[src/pkg/ouv_defines.svh]
`ifndef OUV_DEFINES_SVH
`define OUV_DEFINES_SVH
`define OUV_IDX_OPT_A 8'h1F
`define OUV_IDX_STATUS 8'h20
`define OUV_IDX_OPT_B 8'h21
`define OUV_ADDR_W 12
`define OUV_ADDR_OPT_A 12'h07C
`define OUV_ADDR_STATUS 12'h080
`define OUV_ADDR_OPT_B 12'h084
`define OUV_FLAG_BIT 0
`define OUV_WAKE_W 13
`define OUV_WAKE_SHORT 13'h0020
`define OUV_WAKE_LONG 13'h1000
`define OUV_WDOG_W 19
`define OUV_WDOG_SHORT 19'h0_1FF0
`define OUV_WDOG_LONG 19'h3_FFF0
`endif

[src/pkg/ouv_pkg.sv]
package ouv_pkg;
  // primary option byte, msb first
  typedef struct packed {
    logic stop_en;
    logic read_protect;
    logic rst_en;
    logic pwr_en;
    logic short_wake;
    logic wdog_short;
    logic stop_instr_en;
    logic wdog_disable;
  } ouv_option_config_primary_s;
  // secondary option byte
  typedef struct packed {
    logic [5:0] unused;
    logic eeprom_bus_clk;
    logic variant;
  } ouv_option_config_secondary_s;
endpackage : ouv_pkg

[src/core/ouv_ctrl.sv]
`timescale 1ns/1ns
`include "ouv_defines.svh"
module ouv_ctrl #(
  parameter ouv_pkg::ouv_option_config_primary_s OPT_A = 8'h50,
  // variant value is arbitrary
  parameter ouv_pkg::ouv_option_config_secondary_s OPT_B = 8'h0_0
) (
  input wire logic pclk,
  input wire logic presetn,
  input wire logic psel,
  input wire logic penable,
  input wire logic pwrite,
  input wire logic [`OUV_ADDR_W-1:0] paddr,
  input wire logic [31:0] pwdata,
  output logic [31:0] prdata,
  output logic pready,
  output logic pslverr,
  input wire logic supply_below_falling,
  input wire logic supply_above_rising,
  input wire logic wait_mode,
  input wire logic stop_mode,
  output logic chip_reset_req,
  input wire logic reset_pin_in,
  output logic reset_pin_out,
  output logic reset_pin_oe_n,
  output logic prog_read_block,
  output logic [`OUV_WAKE_W-1:0] wake_delay,
  output logic [`OUV_WDOG_W-1:0] wdog_period,
  output logic stop_illegal,
  output logic wdog_run,
  output logic eeprom_clk_bus
);
  import ouv_pkg::*;

  // ----------------------------------------
  // monitor
  // ----------------------------------------
  // no enable register: options and stop mode decide
  wire logic mon_active;
  assign mon_active = OPT_A.pwr_en &&
    (!stop_mode || OPT_A.stop_en);

  wire logic trip;
  assign trip = mon_active &&
    supply_below_falling;

  wire logic recover;
  assign recover = mon_active &&
    supply_above_rising;

  wire logic rst_trip;
  assign rst_trip = trip && OPT_A.rst_en;

  logic flag;
  logic next_flag;
  logic next_hold;

  always_comb begin
    next_flag = flag;
    if (trip) begin
      next_flag = 1'b1;
    end else if (recover) begin
      next_flag = 1'b0;
    end
  end

  // release only on the rising level, so a
  // supply sitting between levels stays held
  always_comb begin
    next_hold = chip_reset_req;
    if (rst_trip) begin
      next_hold = 1'b1;
    end else if (supply_above_rising) begin
      next_hold = 1'b0;
    end
  end

  always_ff @(posedge pclk or negedge presetn) begin
    if (!presetn) begin
      flag <= 1'b0;
      chip_reset_req <= 1'b0;
      reset_pin_oe_n <= 1'b1;
    end else begin
      flag <= next_flag;
      // reset only: no interrupt path exists
      chip_reset_req <= next_hold;
      reset_pin_oe_n <= !next_hold;
    end
  end

  // ----------------------------------------
  // option decode
  // ----------------------------------------
  // options are constants; flops only keep
  // outputs registered, reset does not alter
  always_ff @(posedge pclk or negedge presetn) begin
    if (!presetn) begin
      reset_pin_out <= 1'b0;
      prog_read_block <= OPT_A.read_protect;
      wake_delay <= OPT_A.short_wake ?
        `OUV_WAKE_SHORT : `OUV_WAKE_LONG;
      wdog_period <= OPT_A.wdog_short ?
        `OUV_WDOG_SHORT : `OUV_WDOG_LONG;
      stop_illegal <= !OPT_A.stop_instr_en;
      wdog_run <= !OPT_A.wdog_disable;
      eeprom_clk_bus <= OPT_B.eeprom_bus_clk;
    end else begin
      reset_pin_out <= 1'b0;
      prog_read_block <= OPT_A.read_protect;
      wake_delay <= OPT_A.short_wake ?
        `OUV_WAKE_SHORT : `OUV_WAKE_LONG;
      wdog_period <= OPT_A.wdog_short ?
        `OUV_WDOG_SHORT : `OUV_WDOG_LONG;
      stop_illegal <= !OPT_A.stop_instr_en;
      wdog_run <= !OPT_A.wdog_disable;
      eeprom_clk_bus <= OPT_B.eeprom_bus_clk;
    end
  end

  // ----------------------------------------
  // apb slave
  // ----------------------------------------
  function automatic logic [1:0] reg_sel(
    input logic [`OUV_ADDR_W-1:0] a
  );
    reg_sel = 2'd3;
    case (a)
      `OUV_ADDR_OPT_A: reg_sel = 2'd0;
      `OUV_ADDR_STATUS: reg_sel = 2'd1;
      `OUV_ADDR_OPT_B: reg_sel = 2'd2;
      default: reg_sel = 2'd3;
    endcase
  endfunction : reg_sel

  wire logic access;
  assign access = psel && penable && !pready;

  wire logic [1:0] sel;
  assign sel = reg_sel(paddr);

  wire logic [7:0] status_byte;
  assign status_byte = {7'h0, flag};

  wire logic [7:0] rd_byte;
  assign rd_byte =
    (sel == 2'd0) ? OPT_A :
    (sel == 2'd1) ? status_byte :
    (sel == 2'd2) ? OPT_B :
    8'h0_0;

  // writes have no target: all bits are fixed
  wire logic [31:0] next_prdata;
  assign next_prdata = (access && !pwrite) ?
    {24'h00_0000, rd_byte} : 32'h0000_0000;

  always_ff @(posedge pclk or negedge presetn) begin
    if (!presetn) begin
      pready <= 1'b0;
      pslverr <= 1'b0;
      prdata <= 32'h0000_0000;
    end else begin
      pready <= access;
      pslverr <= access && (sel == 2'd3);
      prdata <= next_prdata;
    end
  end
endmodule : ouv_ctrl

[config.mk]
export PLATFORM = sky130hd
export DESIGN_NAME = ouv_ctrl
export DESIGN_NICKNAME = d
export VERILOG_FILES = /design/src/pkg/ouv_pkg.sv /design/src/core/ouv_ctrl.sv
export VERILOG_INCLUDE_DIRS = /design/src /design/src/pkg
export SDC_FILE = /design/constraint.sdc
export NUM_CORES = 1
export LEC_CHECK = 0
export CORE_AREA = 3 3 47 49
export DETAILED_ROUTE_END_ITERATION = 8
export DIE_AREA = 0 0 50 52
export DONT_BUFFER_PORTS = 1
export GPL_TIMING_DRIVEN = 0
export MAX_ROUTING_LAYER = met4
export PLACE_DENSITY = 0.56
export SLEW_MARGIN = 15
export SYNTH_ARGS = -nofsm -noshare
export SYNTH_HDL_FRONTEND = slang
export SYNTH_SLANG_ARGS = --single-unit
[constraint.sdc]
create_clock -name pclk -period 1.45 [get_ports pclk]
set_input_delay 0.0725 -clock pclk [delete_from_list [all_inputs] [get_ports pclk]]
set_output_delay 0.0725 -clock pclk [all_outputs]
set_load 0.02 [all_outputs]
==> results of run 1 <==
what timing repair did:
action                                 in CTS  in global routing
endpoints found under the hold margin      12                  0
resized for setup                           0                  0
setup endpoints to repair                   0                  0
hold buffers                                8                  0
final cells by class:
class	instances	area, um2
fillers	178	721
plain buffers	67	503
multi-input cells	82	347
flip-flops and latches	7	176
repair buffers	8	80.1
well taps	27	33.8
clock buffers	4	26.3
inverters	4	15.0
flip-flops by register name (all words and copies together), names as in the netlist:
| register | count |
|---|---|
| prdata | 2 |
| chip_reset_req | 1 |
| flag | 1 |
| pready | 1 |
| pslverr | 1 |
| reset_pin_oe_n | 1 |
stage by stage:
stage | worst slack (ns) | area [um2]
floorplan | 0.433 | 1040
global placement | 0.355 | 1070
detailed placement | 0.316 | 1070
CTS | 0.141 | 1180
global route | 0.0276 | 1180
finish | 0.106 | 1180
worst max-delay path, cell delays in order:
cell	delay, ns
dlygate4sd3_1	0.54
nand3_1	0.09
dlygate4sd3_1	0.57
nor4_1	0.20
metal layers:
layer	up-vias	GRT usage, %	wire [um]
li1	316	-	-
met2	52	16.1	786
met4	0	5.53	17
met3	4	6.02	237
met1	235	11.0	508
met5	-	-	0
layout by cell type, fill, tap and decap left out:
cell type and n:
buf_4 67, conb_1 66, nor4_2 1, nand3_1 1, inv_1 4, dlygate4sd3_1 8, clkbuf_1 1, nor3_1 1
o21ai_0 2, a21oi_1 1, clkbuf_4 3, or3b_1 1, dfstp_2 1, nor2_1 2, dfrtp_1 6, and4b_1 1
nand3b_1 2, nor4_1 2, nand2_1 2
power by group through the flow:
stage	Clock, mW	Combinational (mW)	Sequential [mW]
after floorplan	0	0.296	0.211
after global placement	0	0.298	0.212
after detailed placement	0	0.297	0.212
after CTS	0.181	0.320	0.209
after global routing	0.185	0.355	0.209
final	0.173	0.332	0.209
cells by family after synthesis:
kind of cell           Yosys count
AO/OA/AOI/OAI                    3
buffers and inverters           71
flip-flops                       7
other                            2
AND/OR/NAND/NOR                 13
path summary, 6_finish.rpt:
| check | slack (ns) | end | cells after the start |
|---|---|---|---|
| worst max-delay path | 0.11 | prdata[4] | 4 |
| worst min-delay path | 0.05 | prdata[0] | 3 |
| worst max register to register | 0.22 | flag | 3 |
| worst min register to register | 0.57 | reset_pin_oe_n | 1 |
| max in group asynchronous | 1.01 | reset_pin_oe_n | 1 |
| min in group asynchronous | 0.15 | pready | 1 |
==> results.yml, run 1 <==
run_status:
  status: "finished clean"
yosys:
  synth_xor_area_share_pct: 0
  netlist_area_um2: 801
  ys_types: 16
  synth_top_family_by_area: "buffers and inverters"
  yosysMostFrequentCell: "buf_4"
  yosysSeqAreaShare_pct: 22.0
  synth-seq-cells: 7
  yosys.area_share.simple_pct: 10.5
  yosys-top-cells-count: "buf_4, dfrtp_1, inv_1"
  ys.flop_type: "dfrtp_1"
  muxShareOfSynthArea_pct: 0
  synth_top_area_cell: "buf_4"
  yosysTopAreaCellShare_pct: 62.8
  yosys_warnings: 0
  synth_compound_area_share_pct: 1.88
  yosys.area_share.adder_pct: 0
  synthCells: 96
  syn_area_per_cell_um2: 8.34
  synth_edf_count: 0
  ys_top_cells_by_area: "buf_4, dfrtp_1, dfstp_2"
  async_flop_share_pct: 100
global_route:
  gr-total-overflow: 0
  grt_pass1_vias: 453
  antenna_found_initial: 0
  grt_use_total_pct: 10.6
  grt_max_degree: 8
  grt_pass1_wl_um: 1990
floorplanning:
  die_width_um: 50
  initial_core_util_pct: 42.1
  fp-row-count: 16
  coreArea_um2: 1900
  die_y_um: 52
  dieArea_um2: 2600
  io_pins: 127
power_and_ir_drop:
  finalPower_mw: 0.714
  p_switching_mw: 0.267
  seqPwrFrac_pct: 29.3
  pwr_density_cell_nw_per_um2: 605
  clock_power_share_pct: 24.2
  ir_drop_v: 0.000287
  comb_power_share_pct: 46.5
  internal_power_mw: 0.447
  p_sw_share_pct: 37.4
  static-leakage-power_nw: 0.740
clock_network:
  cts_root_buffer: "clkbuf_4"
  cts_tree: "done"
  htree_levels: 1
  clockBufferDepth: 2
  clk_pin_slew_ns: 0.05
  cts_buffers: 3
  insertion_delay_ns: 0.25
  postCtsSetupBuffers: 0
  clock_sinks: 7
detailed_routing:
  wl_um: 1550
  dr.pass1.iters: 4
  drt_iter0_drc: 11
  drc: 0
  via_count: 607
  wl_per_cell_um: 7.78
  via_per_inst: 3.05
  drt.antenna.violating_nets: 0
setup_path:
  cp-end-kind: "flip-flop"
  cp_max_fo: 2
  critPathKind: "input pin to flip-flop"
  crit_path_start: "paddr[5]"
  worst_r2r_startpoint: "flag"
  worstPathArrival_ns: 1.48
  required_ns: 1.59
  worst_setup_path_start_kind: "input pin"
sta:
  drv_slew: 0
  setup-violations-final: 0
  post-route-period-util_pct: 92.7
  fmax_mhz: 744
  final-hold-violation-count: 0
  fin_setup_tns_ns: 0
  whs_ns: 0.0490
  rsz0062_at_grt: "no"
  period_minus_slack_ns: 1.34
  clock_skew_ns: 0.00383
placement:
  io_buffers: 0
  place_congestion: 0.642
  placed_cells: 187
  dp_hpwl_um: 1340
layout:
  final_nets: 227
  drive_above_1_share_pct: 41.9
  fin_cells: 199
  utilization_pct: 62.1
  diodes: 0
  syn_to_final_growth_pct: 47.5
flow_run:
  cap_violations: 0
worst_hold_path:
  hold_class: "input pin to flip-flop"
  min_from: "paddr[0]"
No activity file was read; power rests on OpenSTA's default activity.
==> inputs of run 2 (changes only) <==
ABC_CLOCK_PERIOD_IN_PS = 1450   (was not set)
CTS_BUF_LIST = sky130_fd_sc_hd__clkbuf_8   (was not set)
==> run 2 against run 1 <==
  * Non-clock buffer count down 4
  * Die area unchanged
  * Largest power group unchanged
  * Global-route usage down 0.31 points
  * Register-to-register slack improved by 0.097 ns
  * Sequential power is essentially flat
  * Clock power rose by 49%
  * Total power up 11%
  * Via count down 4.6%
  * Maximum frequency rose by 19%
  * Sequential share of layout area grew 0.27 points
  * Hold slack got worse by 0.037 ns
==> results.yml, run 2 (synthesis results as in run 1) <==
power_and_ir_drop:
  ir_drop_v: 0.000349
  finalPower_mw: 0.789
  pwr_density_cell_nw_per_um2: 680
  static-leakage-power_nw: 0.739
sta:
  drv_slew: 0
  fin_setup_tns_ns: 0
  whs_ns: 0.0122
  fin_ws_ns: 0.317
  post-route-period-util_pct: 78.1
  final-hold-violation-count: 0
  fmax_mhz: 883
  clock_skew_ns: 0.00242
  setup-violations-final: 0
  rsz0062_at_grt: "no"
  period_minus_slack_ns: 1.13
clock_network:
  clockBufferDepth: 2
  cts_root_buffer: "clkbuf_8"
  holdBufCountCts: 4
  clock_sinks: 7
  cts_tree: "done"
  insertion_delay_ns: 0.22
  htree_levels: 1
  cts_resized: 0
  cts_buffers: 3
  postCtsSetupBuffers: 0
  clk_pin_slew_ns: 0.04
global_route:
  grt_max_degree: 8
  grt_pass1_vias: 438
  gr-total-overflow: 0
  grt_use_total_pct: 10.3
  grt_pass1_wl_um: 1940
  antenna_found_initial: 0
placement:
  dpl_cell_area_um2: 1070
  placed_cells: 187
  io_buffers: 0
  dp_hpwl_um: 1340
  place_congestion: 0.642
  dpl_worst_slack_ns: 0.316
layout:
  syn_to_final_growth_pct: 44.8
  diodes: 0
  layout_commonest_cell: "buf_4"
  fin_cells: 195
  fill_cells: 176
  final_area_um2: 1160
  drive_above_1_share_pct: 42.9
  final_cell_mix: "buf_4, conb_1, dfrtp_1, inv_1, dlygate4sd3_1"
  top_register: "prdata"
  utilization_pct: 61.0
  final_nets: 223
  largest_register_ffs: 2
setup_path:
  worst_setup_path_start_kind: "flip-flop"
  worstPathCellList: "nand3b_1 -> nor4_1"
  crit_path_top_delay_cell: "dfrtp_1"
  required_ns: 1.56
  r2r_slack_ns: 0.32
  cp_max_fo: 4
  critPathKind: "flip-flop to flip-flop"
  max_stage_delay_ns: 0.44
  crit_family: "simple AND/OR/NAND/NOR gates"
  cp_num_buf_inv: 0
  worstPathArrival_ns: 1.24
  cp-end-kind: "flip-flop"
run_status:
  status: "finished clean"
floorplanning:
  dieArea_um2: 2600
  fp-row-count: 16
  coreArea_um2: 1900
  die_width_um: 50
  io_pins: 127
  initial_core_util_pct: 42.1
  die_y_um: 52
detailed_routing:
  wl_met2_um: 747
  dr.pass1.iters: 3
  wl_met1_um: 457
  via_per_inst: 2.97
  via_count: 579
  wl_um: 1470
  drc: 0
  route.top_layer_used: "met3"
  dr_wl_met3_um: 269
  drt_iter0_drc: 6
  drt.antenna.violating_nets: 0
  wl_per_cell_um: 7.55
flow_run:
  cap_violations: 0
worst_hold_path:
  hold_class: "input pin to flip-flop"
## run 2: path summary, 6_finish.rpt
check	startpoint	endpoint	depth (start not counted)
setup / recovery	pready	prdata[4]	2
hold / removal	supply_below_falling	flag	2
setup reg to reg	pready	prdata[4]	2
hold reg to reg	flag	flag	2
max in group asynchronous	presetn	reset_pin_oe_n	1
min in group asynchronous	presetn	pready	1
## run 2: per-layer routing
layer,vias up,global-route usage (%)
met3,0,6.59
met1,222,10.6
met5,-,-
met4,0,4.15
met2,48,15.7
li1,309,-
## run 2: worst register-to-register path: stages (launching register included)
cell and delay (ns):
dfrtp_1 0.44, nand3b_1 0.27, nor4_1 0.32
## run 2: layout make-up
cell class / count / area (um2) / share of cell area [%]
clock buffers: 3 / 41.3 / 3.56
clock inverters: 1 / 3.75 / 0.324
multi-input cells: 82 / 347 / 29.9
well taps: 27 / 33.8 / 2.91
plain buffers: 67 / 503 / 43.4
repair buffers: 4 / 40.0 / 3.45
inverters: 4 / 15.0 / 1.29
flip-flops and latches: 7 / 176 / 15.2
## run 2: report_power, final
part / switching (mW) / leakage (nW) / internal (mW) / total, mW
logic: 0.189 / 0.622 / 0.132 / 0.322
registers: 0.00689 / 0.0900 / 0.203 / 0.210
clock network: 0.0757 / 0.0269 / 0.182 / 0.258
==> inputs of run 3 (changes only) <==
ABC_CLOCK_PERIOD_IN_PS = 1000   (was 1450)
PLACE_DENSITY = 0.58   (was 0.56)
clock period = 1 ns   (was 1.45 ns; I/O delays follow)
==> run 3 against run 2 <==
  * The flow now finishes with violations (negative setup slack)
  * Clock-buffer cell count unchanged
  * Die area unchanged
  * Total power up 48%
  * Register-to-register slack worse by 0.41 ns
  * Largest cell class unchanged
==> results.yml, run 3 (synthesis results as in run 1) <==
run_status:
  status: "complete, but fails checks"
  violations: "negative setup slack"
clock_network:
  cts_tree: "done"
  clockBufferDepth: 2
  clock_sinks: 7
  cts_buffers: 3
  clk_pin_slew_ns: 0.04
  cts_root_buffer: "clkbuf_8"
  insertion_delay_ns: 0.22
  htree_levels: 1
power_and_ir_drop:
  static-leakage-power_nw: 0.755
  pwr_density_cell_nw_per_um2: 967
  ir_drop_v: 0.000460
detailed_routing:
  dr.pass1.iters: 4
  wl_um: 1520
  via_per_inst: 3.06
  drc: 0
  drt.antenna.violating_nets: 0
  wl_per_cell_um: 7.64
  via_count: 609
  drt_iter0_drc: 7
floorplanning:
  io_pins: 127
  coreArea_um2: 1900
  fp-row-count: 16
  die_width_um: 50
  die_y_um: 52
  initial_core_util_pct: 42.1
  dieArea_um2: 2600
sta:
  drv_slew: 0
  fin_ws_ns: -0.0919
  setup-violations-final: 3
  fmax_mhz: 916
  rsz0062_at_grt: "yes"
  final-hold-violation-count: 0
  post-route-period-util_pct: 109
  whs_ns: 0.0119
  period_minus_slack_ns: 1.09
  clock_skew_ns: 0.000724
placement:
  dpl_worst_slack_ns: -0.123
  place_congestion: 0.619
  io_buffers: 0
  dpl_cell_area_um2: 1070
  dp_hpwl_um: 1320
  placed_cells: 187
worst_hold_path:
  hold_class: "input pin to flip-flop"
layout:
  syn_to_final_growth_pct: 50.8
  final_area_um2: 1210
  utilization_pct: 63.5
  fill_cells: 172
  diodes: 0
  layout_commonest_cell: "buf_4"
  drive_above_1_share_pct: 44.2
  largest_register_ffs: 2
  fin_cells: 199
  top_register: "prdata"
  final_nets: 227
  final_cell_mix: "buf_4, conb_1, dlygate4sd3_1, inv_1, dfrtp_1"
setup_path:
  critPathKind: "flip-flop to flip-flop"
  worstPathCellList: "nand3b_1 -> nor4_2"
  cp_max_fo: 3
  worstReg2RegEnd: "prdata[4]"
  worstPathArrival_ns: 1.22
  r2r_slack_ns: -0.09
  ff2ff_path_depth: 2
  worst_r2r_startpoint: "pready"
  crit_path_start: "pready"
  max_stage_delay_ns: 0.44
  required_ns: 1.12
  crit_path_top_delay_cell: "dfrtp_2"
  cp-end-kind: "flip-flop"
  worst_setup_path_start_kind: "flip-flop"
  crit_path_end: "prdata[4]"
global_route:
  grt_use_total_pct: 10.6
  grt_pass1_vias: 494
  grt_max_degree: 8
  gr-total-overflow: 0
  grt_pass1_wl_um: 1990
  antenna_found_initial: 0
flow_run:
  cap_violations: 0
[run 3: cell count changes in the layout (fill, tap and decap cells not counted)]
cell / delta
nor4_2: +1
dlygate4sd3_1: +3
dfrtp_1: -1
buf_4: +1
nor4_1: -1
nor2_2: +1
nor2_1: -1
dfrtp_2: +1
[run 3: metrics by stage]
step	setup TNS, ns	total power [mW]
after floorplan	-0.0211	0.735
after global placement	-0.161	0.739
after detailed placement	-0.200	0.739
after CTS	-0.133	1.15
after global routing	-0.296	1.23
final	-0.162	1.17
[run 3: how the worst min path moves through the flow]
stage,startpoint,endpoint,slack (ns),cells past startpoint
floorplan,presetn,chip_reset_req,-0.25,0
global placement,presetn,chip_reset_req,-0.25,0
detailed placement,presetn,chip_reset_req,-0.25,0
CTS,pwrite,prdata[0],-0.12,1
global route,stop_mode,flag,0.01,2
finish,stop_mode,flag,0.01,2
[run 3: per-layer routing]
metal	vias up	global-route usage (%)	part of all wire, %
li1	317	-	-
met1	240	9.60	33
met2	50	17.4	51
met3	2	6.30	15
met4	0	5.53	1.1
met5	-	-	0
[run 3: layout make-up]
cell class	count	area [um2]	area share, %
flip-flops and latches	7	178	14.7
clock buffers	3	41.3	3.42
multi-input cells	82	355	29.4
well taps	27	33.8	2.80
plain buffers	67	503	41.7
inverters	4	15.0	1.24
repair buffers	8	77.6	6.42
clock inverters	1	3.75	0.311
[run 3: power by group]
group	total [mW]	switching, mW	internal [mW]
clock	0.382	0.117	0.265
sequential	0.305	0.0105	0.294
combinational	0.480	0.278	0.202
total	1.17	0.405	0.762
[run 3: worst max-delay path: cells and delay by family (launching register included)]
kind / cells / cell delay [ns]
flip-flops: 1 / 0.44
AND/OR/NAND/NOR: 2 / 0.56
[run 3: repair_timing]
item,in CTS,in global routing
endpoints found under the setup margin,2,3
endpoints found under the hold margin,12,2
gates resized for setup,1,2
hold buffers,4,3
buffers inserted,1,0
pin swaps,1,2
